==> config.mk <==
export PLATFORM = sky130hd
export DESIGN_NAME = pca_cascade_ac
export DESIGN_NICKNAME = d
export VERILOG_FILES = /design/src/verilog/pca_pkg.sv /design/src/verilog/pca_cascade_ac.sv /design/src/verilog/pca_sync.sv
export SDC_FILE = /design/constraint.sdc
export NUM_CORES = 1
export LEC_CHECK = 0
export CAP_MARGIN = 15
export CORE_MARGIN = 2
export CORE_UTILIZATION = 60
export CTS_CLUSTER_SIZE = 24
export DETAILED_ROUTE_END_ITERATION = 16
export DONT_BUFFER_PORTS = 1
export PLACE_DENSITY = 0.85
export SYNTH_ARGS = -nofsm -noshare
export SYNTH_HDL_FRONTEND = slang
export SYNTH_SLANG_ARGS = --single-unit
==> constraint.sdc <==
create_clock -name ref_clk -period 6.43 [get_ports ref_clk]
set_clock_uncertainty 0.15 [all_clocks]
set_input_delay 1.286 -clock ref_clk [delete_from_list [all_inputs] [get_ports ref_clk]]
set_output_delay 1.286 -clock ref_clk [all_outputs]
set_load 0.05 [all_outputs]
==> src/verilog/pca_pkg.sv <==
// Purpose: Shared constants and carriers for the cascade-level anticollision interpreter.
// Assumes: The reader frame arrives as data bits, least significant bit first, with parity already removed.
// Notes: Frame delay counts are derived from the carrier frequency and ref_clk rate.
package pca_pkg;

    localparam logic [7:0] SEL_LEVEL2 = 8'h95;
    localparam logic [7:0] SEL_LEVEL3 = 8'h97;
    localparam logic [7:0] NVB_SELECT = 8'h70;
    localparam logic [7:0] SAK_CASCADE = 8'h04;
    localparam logic [7:0] SAK_COMPLETE = 8'h00;
    localparam logic [15:0] CRC_INIT = 16'h6363;
    localparam logic [15:0] CRC_POLY_REFL = 16'h8408;
    localparam logic [6:0] RX_MAX_BITS = 7'h40;
    localparam logic [6:0] SELECT_BITS = 7'h48;
    localparam logic [6:0] HEADER_BITS = 7'h10;
    localparam logic [6:0] UID_BITS = 7'h20;
    localparam logic [5:0] REPLY_FULL_BITS = 6'h28;

    localparam longint FC_HZ = 64'd13560000;
    localparam longint CLK_HZ = 64'd10000000;
    localparam longint FDT_ZERO_FC = 64'd1172;
    localparam longint FDT_ONE_FC = 64'd1236;
    localparam logic [9:0] FDT_ZERO_CYCLES = 10'((FDT_ZERO_FC * CLK_HZ + FC_HZ - 64'd1) / FC_HZ);
    localparam logic [9:0] FDT_ONE_CYCLES = 10'((FDT_ONE_FC * CLK_HZ + FC_HZ - 64'd1) / FC_HZ);

    typedef enum logic [2:0] {
        ST_IDLE = 3'b000,
        ST_READY2 = 3'b001,
        ST_READY3 = 3'b010,
        ST_ACTIVE = 3'b011,
        ST_HALT = 3'b100
    } pca_state_type;

    typedef struct packed {
        logic frame;
        logic clk;
        logic data;
    } pca_rx_pins_type;

    typedef struct packed {
        logic valid;
        logic add_crc;
        logic [5:0] len;
        logic [39:0] data;
    } pca_reply_type;

endpackage : pca_pkg

==> src/verilog/pca_cascade_ac.sv <==
// Purpose: Card-side handling of frames in the ready states of cascade levels 2 and 3.
// Assumes: The reader link gives frame envelope, bit clock and bit data as asynchronous pins.
// Notes: Replies go to a framer; add_crc asks it to append CRC_A to the reply.
`timescale 1ns/1ps
`default_nettype none
// Notes on behaviour
// - Level-3 prefix ending 0: reply rest, 1172/fc.
// - Level-3 prefix ending 1: reply rest, 1236/fc.
// - SAK delay follows last received bit value.
// - Level-2 SAK cascade bit follows UID size.
// - Level-2 select: double active, triple ready3.
// - Level-3 prefix mismatch: mute, go halt.
// - Level-3 select wrong UID: mute, halt.
// - Level-3 select bad CRC: mute, halt.
// - Level-2 prefix match: reply rest, stay.
module pca_cascade_ac (
    input wire logic ref_clk,
    input wire logic rst_n,
    input wire logic rx_frame,
    input wire logic rx_clk,
    input wire logic rx_data,
    input wire logic [31:0] uid_level2,
    input wire logic [31:0] uid_level3,
    input wire logic uid_triple,
    input wire logic enter_ready2,
    input wire logic enter_ready3,
    output pca_pkg::pca_reply_type reply,
    output pca_pkg::pca_state_type card_state
);
    pca_pkg::pca_rx_pins_type pins_async;
    pca_pkg::pca_rx_pins_type pins_sync;
    pca_pkg::pca_rx_pins_type pins_prev_reg;
    pca_pkg::pca_rx_pins_type pins_prev_next;

    assign pins_async = '{frame: rx_frame, clk: rx_clk, data: rx_data};

    pca_sync #(.WIDTH(3)) u_sync (
        .ref_clk(ref_clk),
        .rst_n(rst_n),
        .async_in(pins_async),
        .sync_out(pins_sync)
    );

    logic frame_rise;
    logic frame_fall;
    logic bit_strobe;

    assign frame_rise = pins_sync.frame & ~pins_prev_reg.frame;
    assign frame_fall = ~pins_sync.frame & pins_prev_reg.frame;
    assign bit_strobe = pins_sync.frame & pins_sync.clk & ~pins_prev_reg.clk;

    logic [63:0] buf_reg;
    logic [63:0] buf_next;
    logic [6:0] cnt_reg;
    logic [6:0] cnt_next;
    logic [15:0] crc_reg;
    logic [15:0] crc_next;
    logic last_bit_reg;
    logic last_bit_next;
    pca_pkg::pca_state_type state_reg;
    pca_pkg::pca_state_type state_next;
    logic pend_reg;
    logic pend_next;
    logic [9:0] fdt_reg;
    logic [9:0] fdt_next;
    pca_pkg::pca_reply_type hold_reg;
    pca_pkg::pca_reply_type hold_next;
    pca_pkg::pca_reply_type reply_reg;
    pca_pkg::pca_reply_type reply_next;

    logic [7:0] sel_byte;
    logic [7:0] nvb_byte;
    logic [31:0] uid_sel;
    logic [7:0] sel_expect;
    logic [7:0] bcc;
    logic [6:0] known;
    logic [31:0] mask;
    logic prefix_ok;
    logic ac_shape;
    logic crc_fb;
    logic [9:0] fdt_load;
    logic select_shape;
    logic select_ok;
    logic ac_ok;
    logic frame_judged;
    logic fire;

    always_comb begin
        sel_byte = buf_reg[7:0];
        nvb_byte = buf_reg[15:8];
        uid_sel = (state_reg == pca_pkg::ST_READY3) ? uid_level3 : uid_level2;
        sel_expect = (state_reg == pca_pkg::ST_READY3) ? pca_pkg::SEL_LEVEL3 : pca_pkg::SEL_LEVEL2;
        bcc = uid_sel[7:0] ^ uid_sel[15:8] ^ uid_sel[23:16] ^ uid_sel[31:24];
        known = 7'({nvb_byte[6:4], 3'b000} - 7'h10) + {4'h0, nvb_byte[2:0]};
        mask = (known >= pca_pkg::UID_BITS) ? 32'hFFFFFFFF : 32'((33'h1 << known) - 33'h1);
        prefix_ok = ((buf_reg[47:16] ^ uid_sel) & mask) == 32'h0;
        ac_shape = (nvb_byte[7:4] >= 4'h2) && (nvb_byte[7:4] <= 4'h6) && !nvb_byte[3]
            && (known <= pca_pkg::UID_BITS) && (cnt_reg == 7'(pca_pkg::HEADER_BITS + known));
        fdt_load = last_bit_reg ? pca_pkg::FDT_ONE_CYCLES : pca_pkg::FDT_ZERO_CYCLES;
        select_shape = (nvb_byte == pca_pkg::NVB_SELECT) && (cnt_reg == pca_pkg::SELECT_BITS);
        select_ok = (buf_reg[47:16] == uid_sel) && (buf_reg[55:48] == bcc) && (crc_reg == 16'h0000);
        ac_ok = ac_shape && prefix_ok;
        frame_judged = frame_fall && !pend_reg
            && (state_reg == pca_pkg::ST_READY2 || state_reg == pca_pkg::ST_READY3);
        fire = pend_reg && (fdt_reg <= 10'h001);
    end

    always_comb begin
        crc_fb = crc_reg[0] ^ pins_sync.data;
        pins_prev_next = pins_sync;
        buf_next = buf_reg;
        cnt_next = cnt_reg;
        crc_next = crc_reg;
        last_bit_next = last_bit_reg;

        if (frame_rise) begin
            cnt_next = 7'h00;
            crc_next = pca_pkg::CRC_INIT;
        end else if (bit_strobe) begin
            if (cnt_reg < pca_pkg::RX_MAX_BITS) begin
                buf_next[cnt_reg[5:0]] = pins_sync.data;
            end
            if (cnt_reg != 7'h7F) begin
                cnt_next = cnt_reg + 7'h01;
            end
            last_bit_next = pins_sync.data;
            crc_next = (crc_reg >> 1) ^ (crc_fb ? pca_pkg::CRC_POLY_REFL : 16'h0000);
        end
    end

    always_ff @(posedge ref_clk) begin
        if (!rst_n) begin
            pins_prev_reg <= '0;
            buf_reg <= '0;
            cnt_reg <= '0;
            crc_reg <= pca_pkg::CRC_INIT;
            last_bit_reg <= 1'b0;
        end else begin
            pins_prev_reg <= pins_prev_next;
            buf_reg <= buf_next;
            cnt_reg <= cnt_next;
            crc_reg <= crc_next;
            last_bit_reg <= last_bit_next;
        end
    end

    always_comb begin
        state_next = state_reg;
        pend_next = pend_reg;
        fdt_next = fdt_reg;
        hold_next = hold_reg;

        if (enter_ready2) begin
            state_next = pca_pkg::ST_READY2;
        end else if (enter_ready3) begin
            state_next = pca_pkg::ST_READY3;
        end

        if (frame_judged) begin
            state_next = pca_pkg::ST_HALT;
            if (cnt_reg >= pca_pkg::HEADER_BITS && sel_byte == sel_expect) begin
                if (select_shape) begin
                    if (select_ok) begin
                        pend_next = 1'b1;
                        fdt_next = fdt_load;
                        hold_next.add_crc = 1'b1;
                        hold_next.len = 6'h08;
                        hold_next.data = 40'h0;
                        if (state_reg == pca_pkg::ST_READY2 && uid_triple) begin
                            hold_next.data[7:0] = pca_pkg::SAK_CASCADE;
                            state_next = pca_pkg::ST_READY3;
                        end else begin
                            hold_next.data[7:0] = pca_pkg::SAK_COMPLETE;
                            state_next = pca_pkg::ST_ACTIVE;
                        end
                    end
                end else if (ac_ok) begin
                    pend_next = 1'b1;
                    fdt_next = fdt_load;
                    hold_next.add_crc = 1'b0;
                    hold_next.len = 6'(pca_pkg::REPLY_FULL_BITS - 6'(known));
                    hold_next.data = {bcc, uid_sel} >> known;
                    state_next = state_reg;
                end
            end
        end

        if (fire) begin
            pend_next = 1'b0;
        end else if (pend_reg) begin
            fdt_next = fdt_reg - 10'h001;
        end
    end

    always_ff @(posedge ref_clk) begin
        if (!rst_n) begin
            state_reg <= pca_pkg::ST_IDLE;
            pend_reg <= 1'b0;
            fdt_reg <= '0;
            hold_reg <= '0;
        end else begin
            state_reg <= state_next;
            pend_reg <= pend_next;
            fdt_reg <= fdt_next;
            hold_reg <= hold_next;
        end
    end

    always_comb begin
        reply_next = reply_reg;
        reply_next.valid = 1'b0;
        if (fire) begin
            reply_next = hold_reg;
            reply_next.valid = 1'b1;
        end
    end

    always_ff @(posedge ref_clk) begin
        if (!rst_n) begin
            reply_reg <= '0;
        end else begin
            reply_reg <= reply_next;
        end
    end

    assign reply = reply_reg;
    assign card_state = state_reg;
endmodule : pca_cascade_ac
`default_nettype wire

==> src/verilog/pca_sync.sv <==
// Purpose: Two-stage synchroniser for a group of asynchronous levels.
// Assumes: Each bit is an independent level; no bus coherency is needed.
// Notes: Only the second stage is visible outside.
`timescale 1ns/1ps
`default_nettype none
module pca_sync #(
    parameter int WIDTH = 3
) (
    input wire logic ref_clk,
    input wire logic rst_n,
    input wire logic [WIDTH-1:0] async_in,
    output logic [WIDTH-1:0] sync_out
);
    logic [WIDTH-1:0] meta_reg;
    logic [WIDTH-1:0] meta_next;
    logic [WIDTH-1:0] sync_reg;
    logic [WIDTH-1:0] sync_next;

    always_comb begin
        meta_next = async_in;
        sync_next = meta_reg;
    end

    always_ff @(posedge ref_clk) begin
        if (!rst_n) begin
            meta_reg <= '0;
            sync_reg <= '0;
        end else begin
            meta_reg <= meta_next;
            sync_reg <= sync_next;
        end
    end

    assign sync_out = sync_reg;
endmodule : pca_sync
`default_nettype wire

# Word level (Yosys, flattened, before mapping)
# Index checks and enable logic that the tools add are counted.
[word_totals] register_bits=205
[op_classes] add_sub_neg=7 order_cmp=9 n_eq_ne=11 shift=2 n_mux=31 bitwise_logic=16 n_reduce_logical=28
[ops] cell="47-bit two-way mux" n=3
[ops] cell="10-bit two-way mux" n=7
[ops] cell="64-bit bitwise mux" n=1
[ops] cell="32-bit two-way mux" n=2
[ops] cell="48-bit two-way mux" n=1
[ops] cell="40-bit by 7-bit right shift with 40-bit output" n=1
[ops] cell="32-bit AND" n=1
[ops] cell="32-bit equality test" n=1
[ops] cell="32-bit logical NOT" n=1
[ops] cell="1-bit by 7-bit << shifter with 32-bit output (first input constant)" n=1
[ops] cell="32-bit by 1-bit subtractor with 32-bit output (second input constant)" n=1
[ops] cell="32-bit bitwise XOR" n=1
[ops] cell="3-bit two-way mux" n=8
[ops] cell="8-bit bitwise XOR" n=3
[ops] cell="8-bit equality test" n=2
[ops] cell="16-bit logical NOT" n=1
[ops] cell="16-bit two-way mux" n=1
[ops] cell="15-bit by 16-bit bitwise XOR with 16-bit output" n=1
[ops] cell="1-bit logical AND" n=14
[ops] cell="10-bit by 1-bit <= comparator with 1-bit output (second input constant)" n=1
[ops] cell="10-bit by 1-bit subtractor with 10-bit output (second input constant)" n=1
[ops] cell="8-bit by 7-bit equality test with 1-bit output (second input constant)" n=1
[ops] cell="8-bit two-way mux" n=1
[ops] cell="5-bit by 7-bit adder with 7-bit output (first input constant)" n=1
[ops] cell="33 further kinds" n=48

# Depth between registers and ports, before layout
[depth] ltp_word=14 mapped_depth=22

# Modules after synthesis
# From an unflattened synthesis, not the netlist that was laid out.
[hier_totals] hier_cells=1693 hier_area_um2=13440.4
[by_module_without_submodules] module="pca_cascade_ac" n_inst=1 cells_per_inst=1681 area_each_um2=13282.7 seq_area_each_um2=3823.7
[by_module_without_submodules] module="pca_sync" n_inst=1 cells_per_inst=12 area_each_um2=157.7 seq_area_each_um2=120.1

# Worst setup path after synthesis
# OpenSTA, ideal clock, no wires.
[synth_path] path_kind="register to register" from="reg buf_reg[13]" to="reg fdt_reg[0]" arrival_ns=4.652 required_ns=6.158 setup_slack_ns=1.506 stages_incl_launch_ff=21 n_path_buf=6 period_less_slack_ns=4.924 cell_sequence="dfxtp_1 clkbuf_1 clkbuf_1 clkinv_1 clkbuf_1 ha_1 buf_2 and4bb_2 clkbuf_1 nand2_1 ha_1 clkbuf_1 nor3_1 a221o_1 a22oi_1 nand2_1 a2111oi_1 nand4_2 nor2_2 nor3_1 a311o_1"
[synth_via] elab_chain_cells=14
[synth_rtl] element="from (decl)" line="pca_cascade_ac.sv:52" rtl="logic [63:0] buf_reg;"
[synth_rtl] element="from (signal assigned)" line="pca_cascade_ac.sv:140" rtl="buf_reg <= buf_next;"
[synth_rtl] element="6-bit by 5-bit subtractor with 7-bit output" line="pca_cascade_ac.sv:94" rtl="known = 7'({nvb_byte[6:4], 3'b000} - 7'h10) + {4'h0, nvb_byte[2:0]};"
[synth_rtl] element="7-bit by 3-bit adder with 7-bit output" line="pca_cascade_ac.sv:94"
[synth_rtl] element="1-bit by 7-bit << shifter with 32-bit output" line="pca_cascade_ac.sv:95" rtl="mask = (known >= pca_pkg::UID_BITS) ? 32'hFFFFFFFF : 32'((33'h1 << known) - 33'h1);"
[synth_rtl] element="32-bit by 1-bit subtractor with 32-bit output" line="pca_cascade_ac.sv:95"
[synth_rtl] element="32-bit two-way mux" line="pca_cascade_ac.sv:95"
[synth_rtl] element="32-bit AND" line="pca_cascade_ac.sv:96" rtl="prefix_ok = ((buf_reg[47:16] ^ uid_sel) & mask) == 32'h0;"
[synth_rtl] element="32-bit logical NOT" line="pca_cascade_ac.sv:96"
[synth_rtl] element="1-bit logical AND" line="pca_cascade_ac.sv:102" rtl="ac_ok = ac_shape && prefix_ok;"
[synth_rtl] element="10-bit two-way mux" line="pca_cascade_ac.sv:177" rtl="end else if (ac_ok) begin"
[synth_rtl] element="10-bit two-way mux *" line="pca_cascade_ac.sv:162" rtl="if (select_shape) begin"
[synth_rtl] element="10-bit two-way mux *" line="pca_cascade_ac.sv:161" rtl="if (cnt_reg >= pca_pkg::HEADER_BITS && sel_byte == sel_expect) begin"
[synth_rtl] element="10-bit two-way mux *" line="pca_cascade_ac.sv:159" rtl="if (frame_judged) begin"
[synth_rtl] element="10-bit two-way mux" line="pca_cascade_ac.sv:190" rtl="end else if (pend_reg) begin"
[synth_rtl] element="10-bit two-way mux *" line="pca_cascade_ac.sv:188" rtl="if (fire) begin"
[synth_rtl] element="to (signal assigned)" line="pca_cascade_ac.sv:204" rtl="fdt_reg <= fdt_next;"
[synth_rtl] element="to (decl)" line="pca_cascade_ac.sv:64" rtl="logic [9:0] fdt_reg;"
# Mark *: on every way between the ends. The rest lies on a longest branch, timed or not.
# A chain may end at the register's enable or synchronous reset.

# Worst setup path after layout
[layout_path] from="reg state_reg[1], in the netlist card_state[1]" to="reg hold_reg[10] (netlist name)"
[layout_via] elab_chain_cells=10
[layout_rtl] element="from (decl)" line="pca_cascade_ac.sv:60" rtl="pca_pkg::pca_state_type state_reg;"
[layout_rtl] element="from (signal assigned)" line="pca_cascade_ac.sv:197" rtl="state_reg <= pca_pkg::ST_IDLE;"
[layout_rtl] element="from (signal assigned)" line="pca_cascade_ac.sv:202" rtl="state_reg <= state_next;"
[layout_rtl] element="parallel branches: the longest is 10 deep, another holds 47-bit two-way mux"
[layout_rtl] element="to (signal assigned)" line="pca_cascade_ac.sv:205" rtl="hold_reg <= hold_next;"
[layout_rtl] element="to (decl)" line="pca_cascade_ac.sv:66" rtl="pca_pkg::pca_reply_type hold_reg;"
# Several ways; the timed one is not identified. The select of a mux whose other input is x is not followed.

==> reports/metrics.csv <==
metric;value;unit
Std-Cell Rows;52;
arrival time worst endpoint;5.57;ns
Sinks on Clock Net;197;
Area Overhead vs Synth;4.65;%
max reg flops;56;
Max VDD drop;0.000158;V
RSZ-0062 raised after global routing;no;
Final Setup Violations;0;
Slew Viols, Final;0;
synth top area cells;dfxtp_1 32%, nand2_1 11%, mux2i_1 9.7%;
Cells after Synth;1643;
relative slew slack;0.223;
nature of the critical path endpoint;flop;
Detailed Place HPWL;27800;um
CTS tree;done;
CP Launch Point;card_state[1]$_SDFFE_PN0P_;
io pins;123;
outcome;completed;
Slew @ Worst Pin;1.17;ns
antenna violations before repair;0;
core area;20300;um2
Hold Buf Count CTS;0;
GRT Overall Usage;0.341;
CTS root buf;clkbuf_16;
number of synthesized flops with an enable pin;0;
grt total ovfl;0;
top cell type's share of synthesized area;0.317;
CTS Buf Count;17;
Mapped Area;12500;um2
number of max-cap violations;0;
min-delay src;u_sync.meta_reg[1]$_SDFF_PN0_;
Critical Path RT;6.65;ns
pwr dens;199;nW/um2
Yosys cell types;84;
Hold WC Path Type;reg2reg;
Most used DFF post-synth;dfxtp_1;
WHS Path Cells;1;
Worst-Skew Late Latency;0.44;ns
setup total negative slack;0;ns
Die X;148;um
leading area contributor after synthesis;dfxtp_1;
Post-synth ARST share;0;
Clock Pin Slew Worst Setup and Hold Paths;0.07;ns
final core utilization;0.642;
WL final;38100;um
Leak Pwr;4.42;nW
kind of critical path;reg2reg;
postcts setup bufs;0;
overall power;2.60;mW
post-synthesis sequential area ratio;0.317;
drt wl/cell;20.8;um
die height;148;um
Max Fclk;187;MHz
vias in the first global route;10700;
Hold Violations, Final;0;
post-cts resize count;0;
ant diodes;0;
Seq cells post-synth;197;
layout cells sized above 1;0.0639;
routed vias/inst;6.42;
routability congestion estimate;1.04;
CP Launch Type;flop;
crit-path max FO;85;
total DRC errors in the routed layout;0;
number of H-tree levels;4;
1st-iter DRT viols;1340;
pin count of the biggest net entering global routing;91;
worst-case reg-to-reg path depth;12;
yosys warns;0;
Final Cycle Share;0.832;
Avg Synthesized Cell Area;7.58;um2
fin crit period;5.35;ns
syn_nets;1724;
via count of the routed design;11800;
total die area;21900;um2
initial core utilization;0.614;
CTS max path bufs;2;
Final #Nets;1635;
first-pass iteration count of the detailed router;6;
Reg-to-Reg Start;card_state[1]$_SDFFE_PN0P_;
port bufs;0;
global-route wire length before repair;59300;um
DRT antenna net count;0;
routing by layer:
metal  share of wire  vias up  global-route usage
met1            0.43     5477               0.480
li1                -     5588                   -
met5               0        -                   0
met2            0.44      630               0.514
met4           0.033        0               0.121
met3           0.093       85              0.0758
where the power goes:
group          switching (mW)  total, mW  internal [mW]
combinational           0.206      0.322          0.115
clock                   0.527       1.04          0.518
sequential            0.00981       1.23           1.22
stage by stage:
| step | hold slack [ns] | cell area (um2) | setup slack, ns | std cells |
|---|---|---|---|---|
| 3_3_place_gp | 0.271 | 12500 | 1.39 | 1805 |
| 6_report | 0.289 | 13000 | 1.08 | 1836 |
| 5_1_grt | 0.316 | 13000 | 0.798 | 1836 |
| 2_1_floorplan | 0.262 | 12500 | 1.51 | 1643 |
| 3_5_place_dp | 0.282 | 12500 | 1.36 | 1805 |
| 4_1_cts | 0.298 | 13000 | 1.28 | 1836 |
final cells by class:
cell class,count,area (um2)
flip-flops and latches,197,3950
clock inverters,13,116
inverters,17,65.1
fillers,1772,7260
well taps,270,338
multi-input cells,1296,7930
repair buffers,25,200
clock buffers,18,439
worst max-delay path, cell delays in order, from the launching register on:
cell and delay, ns:
dfxtp_1 0.72, nor3b_2 0.39, buf_12 0.30, mux2i_1 0.63
xnor2_1 0.23, nor4_1 0.43, nand3_1 0.21, nor4_4 0.53
nand4b_2 0.38, o21ai_4 0.23, buf_4 0.65, o2111ai_1 0.23
o21ai_1 0.11
kinds of logic (layout without fill, tap and decap cells):
kind of cell,after synthesis,in the layout,share of synthesized area
xor gates and xnor gates,114,114,0.0802
and+or+nand+nor,688,688,0.256
AOI/OAI and AO/OA,345,345,0.168
DFF,197,197,0.317
muxes,140,140,0.120
buffers and inverters,150,73,0.0502
adders and majority gates,9,9,0.00904
worst paths after layout:
check | end | slack, ns
worst max register to register | hold_reg[10]$_SDFFE_PN0P_ | 1.08
worst max-delay path | hold_reg[10]$_SDFFE_PN0P_ | 1.08
worst min register to register | u_sync.sync_out[1]$_SDFF_PN0_ | 0.29
worst min-delay path | u_sync.sync_out[1]$_SDFF_PN0_ | 0.29
cells in the mapped netlist (10+ instances only):
cell type / n
a22oi_1: 15
nor3_1: 25
a211oi_1: 10
inv_1: 12
buf_2: 11
mux2i_1: 121
dfxtp_1: 197
xor2_1: 22
xnor2_1: 92
buf_1: 13
a21oi_1: 154
nor4_1: 15
nand4_1: 21
clkbuf_1: 100
o21ai_0: 29
o21ai_1: 43
nor2_1: 57
and2_1: 18
nand3_1: 126
mux2_2: 12
nand2_1: 355
cells in the final DEF, fill, tap and decap left out, types with 15 or more instances in the layout:
cell type  netlist  layout
a22oi_1         15      15
o21ai_0         29      29
mux2i_1        121     121
nor3_1          25      23
xnor2_1         92      92
nand3_1        126     126
and2_1          18      18
nand2_1        355     355
nor2_1          57      57
clkbuf_16        0      17
a21oi_1        154     154
dfxtp_1        197     195
o21ai_1         43      43
nand4_1         21      21
xor2_1          22      22
buf_4            5      24
No activity file was read; power rests on OpenSTA's default activity.
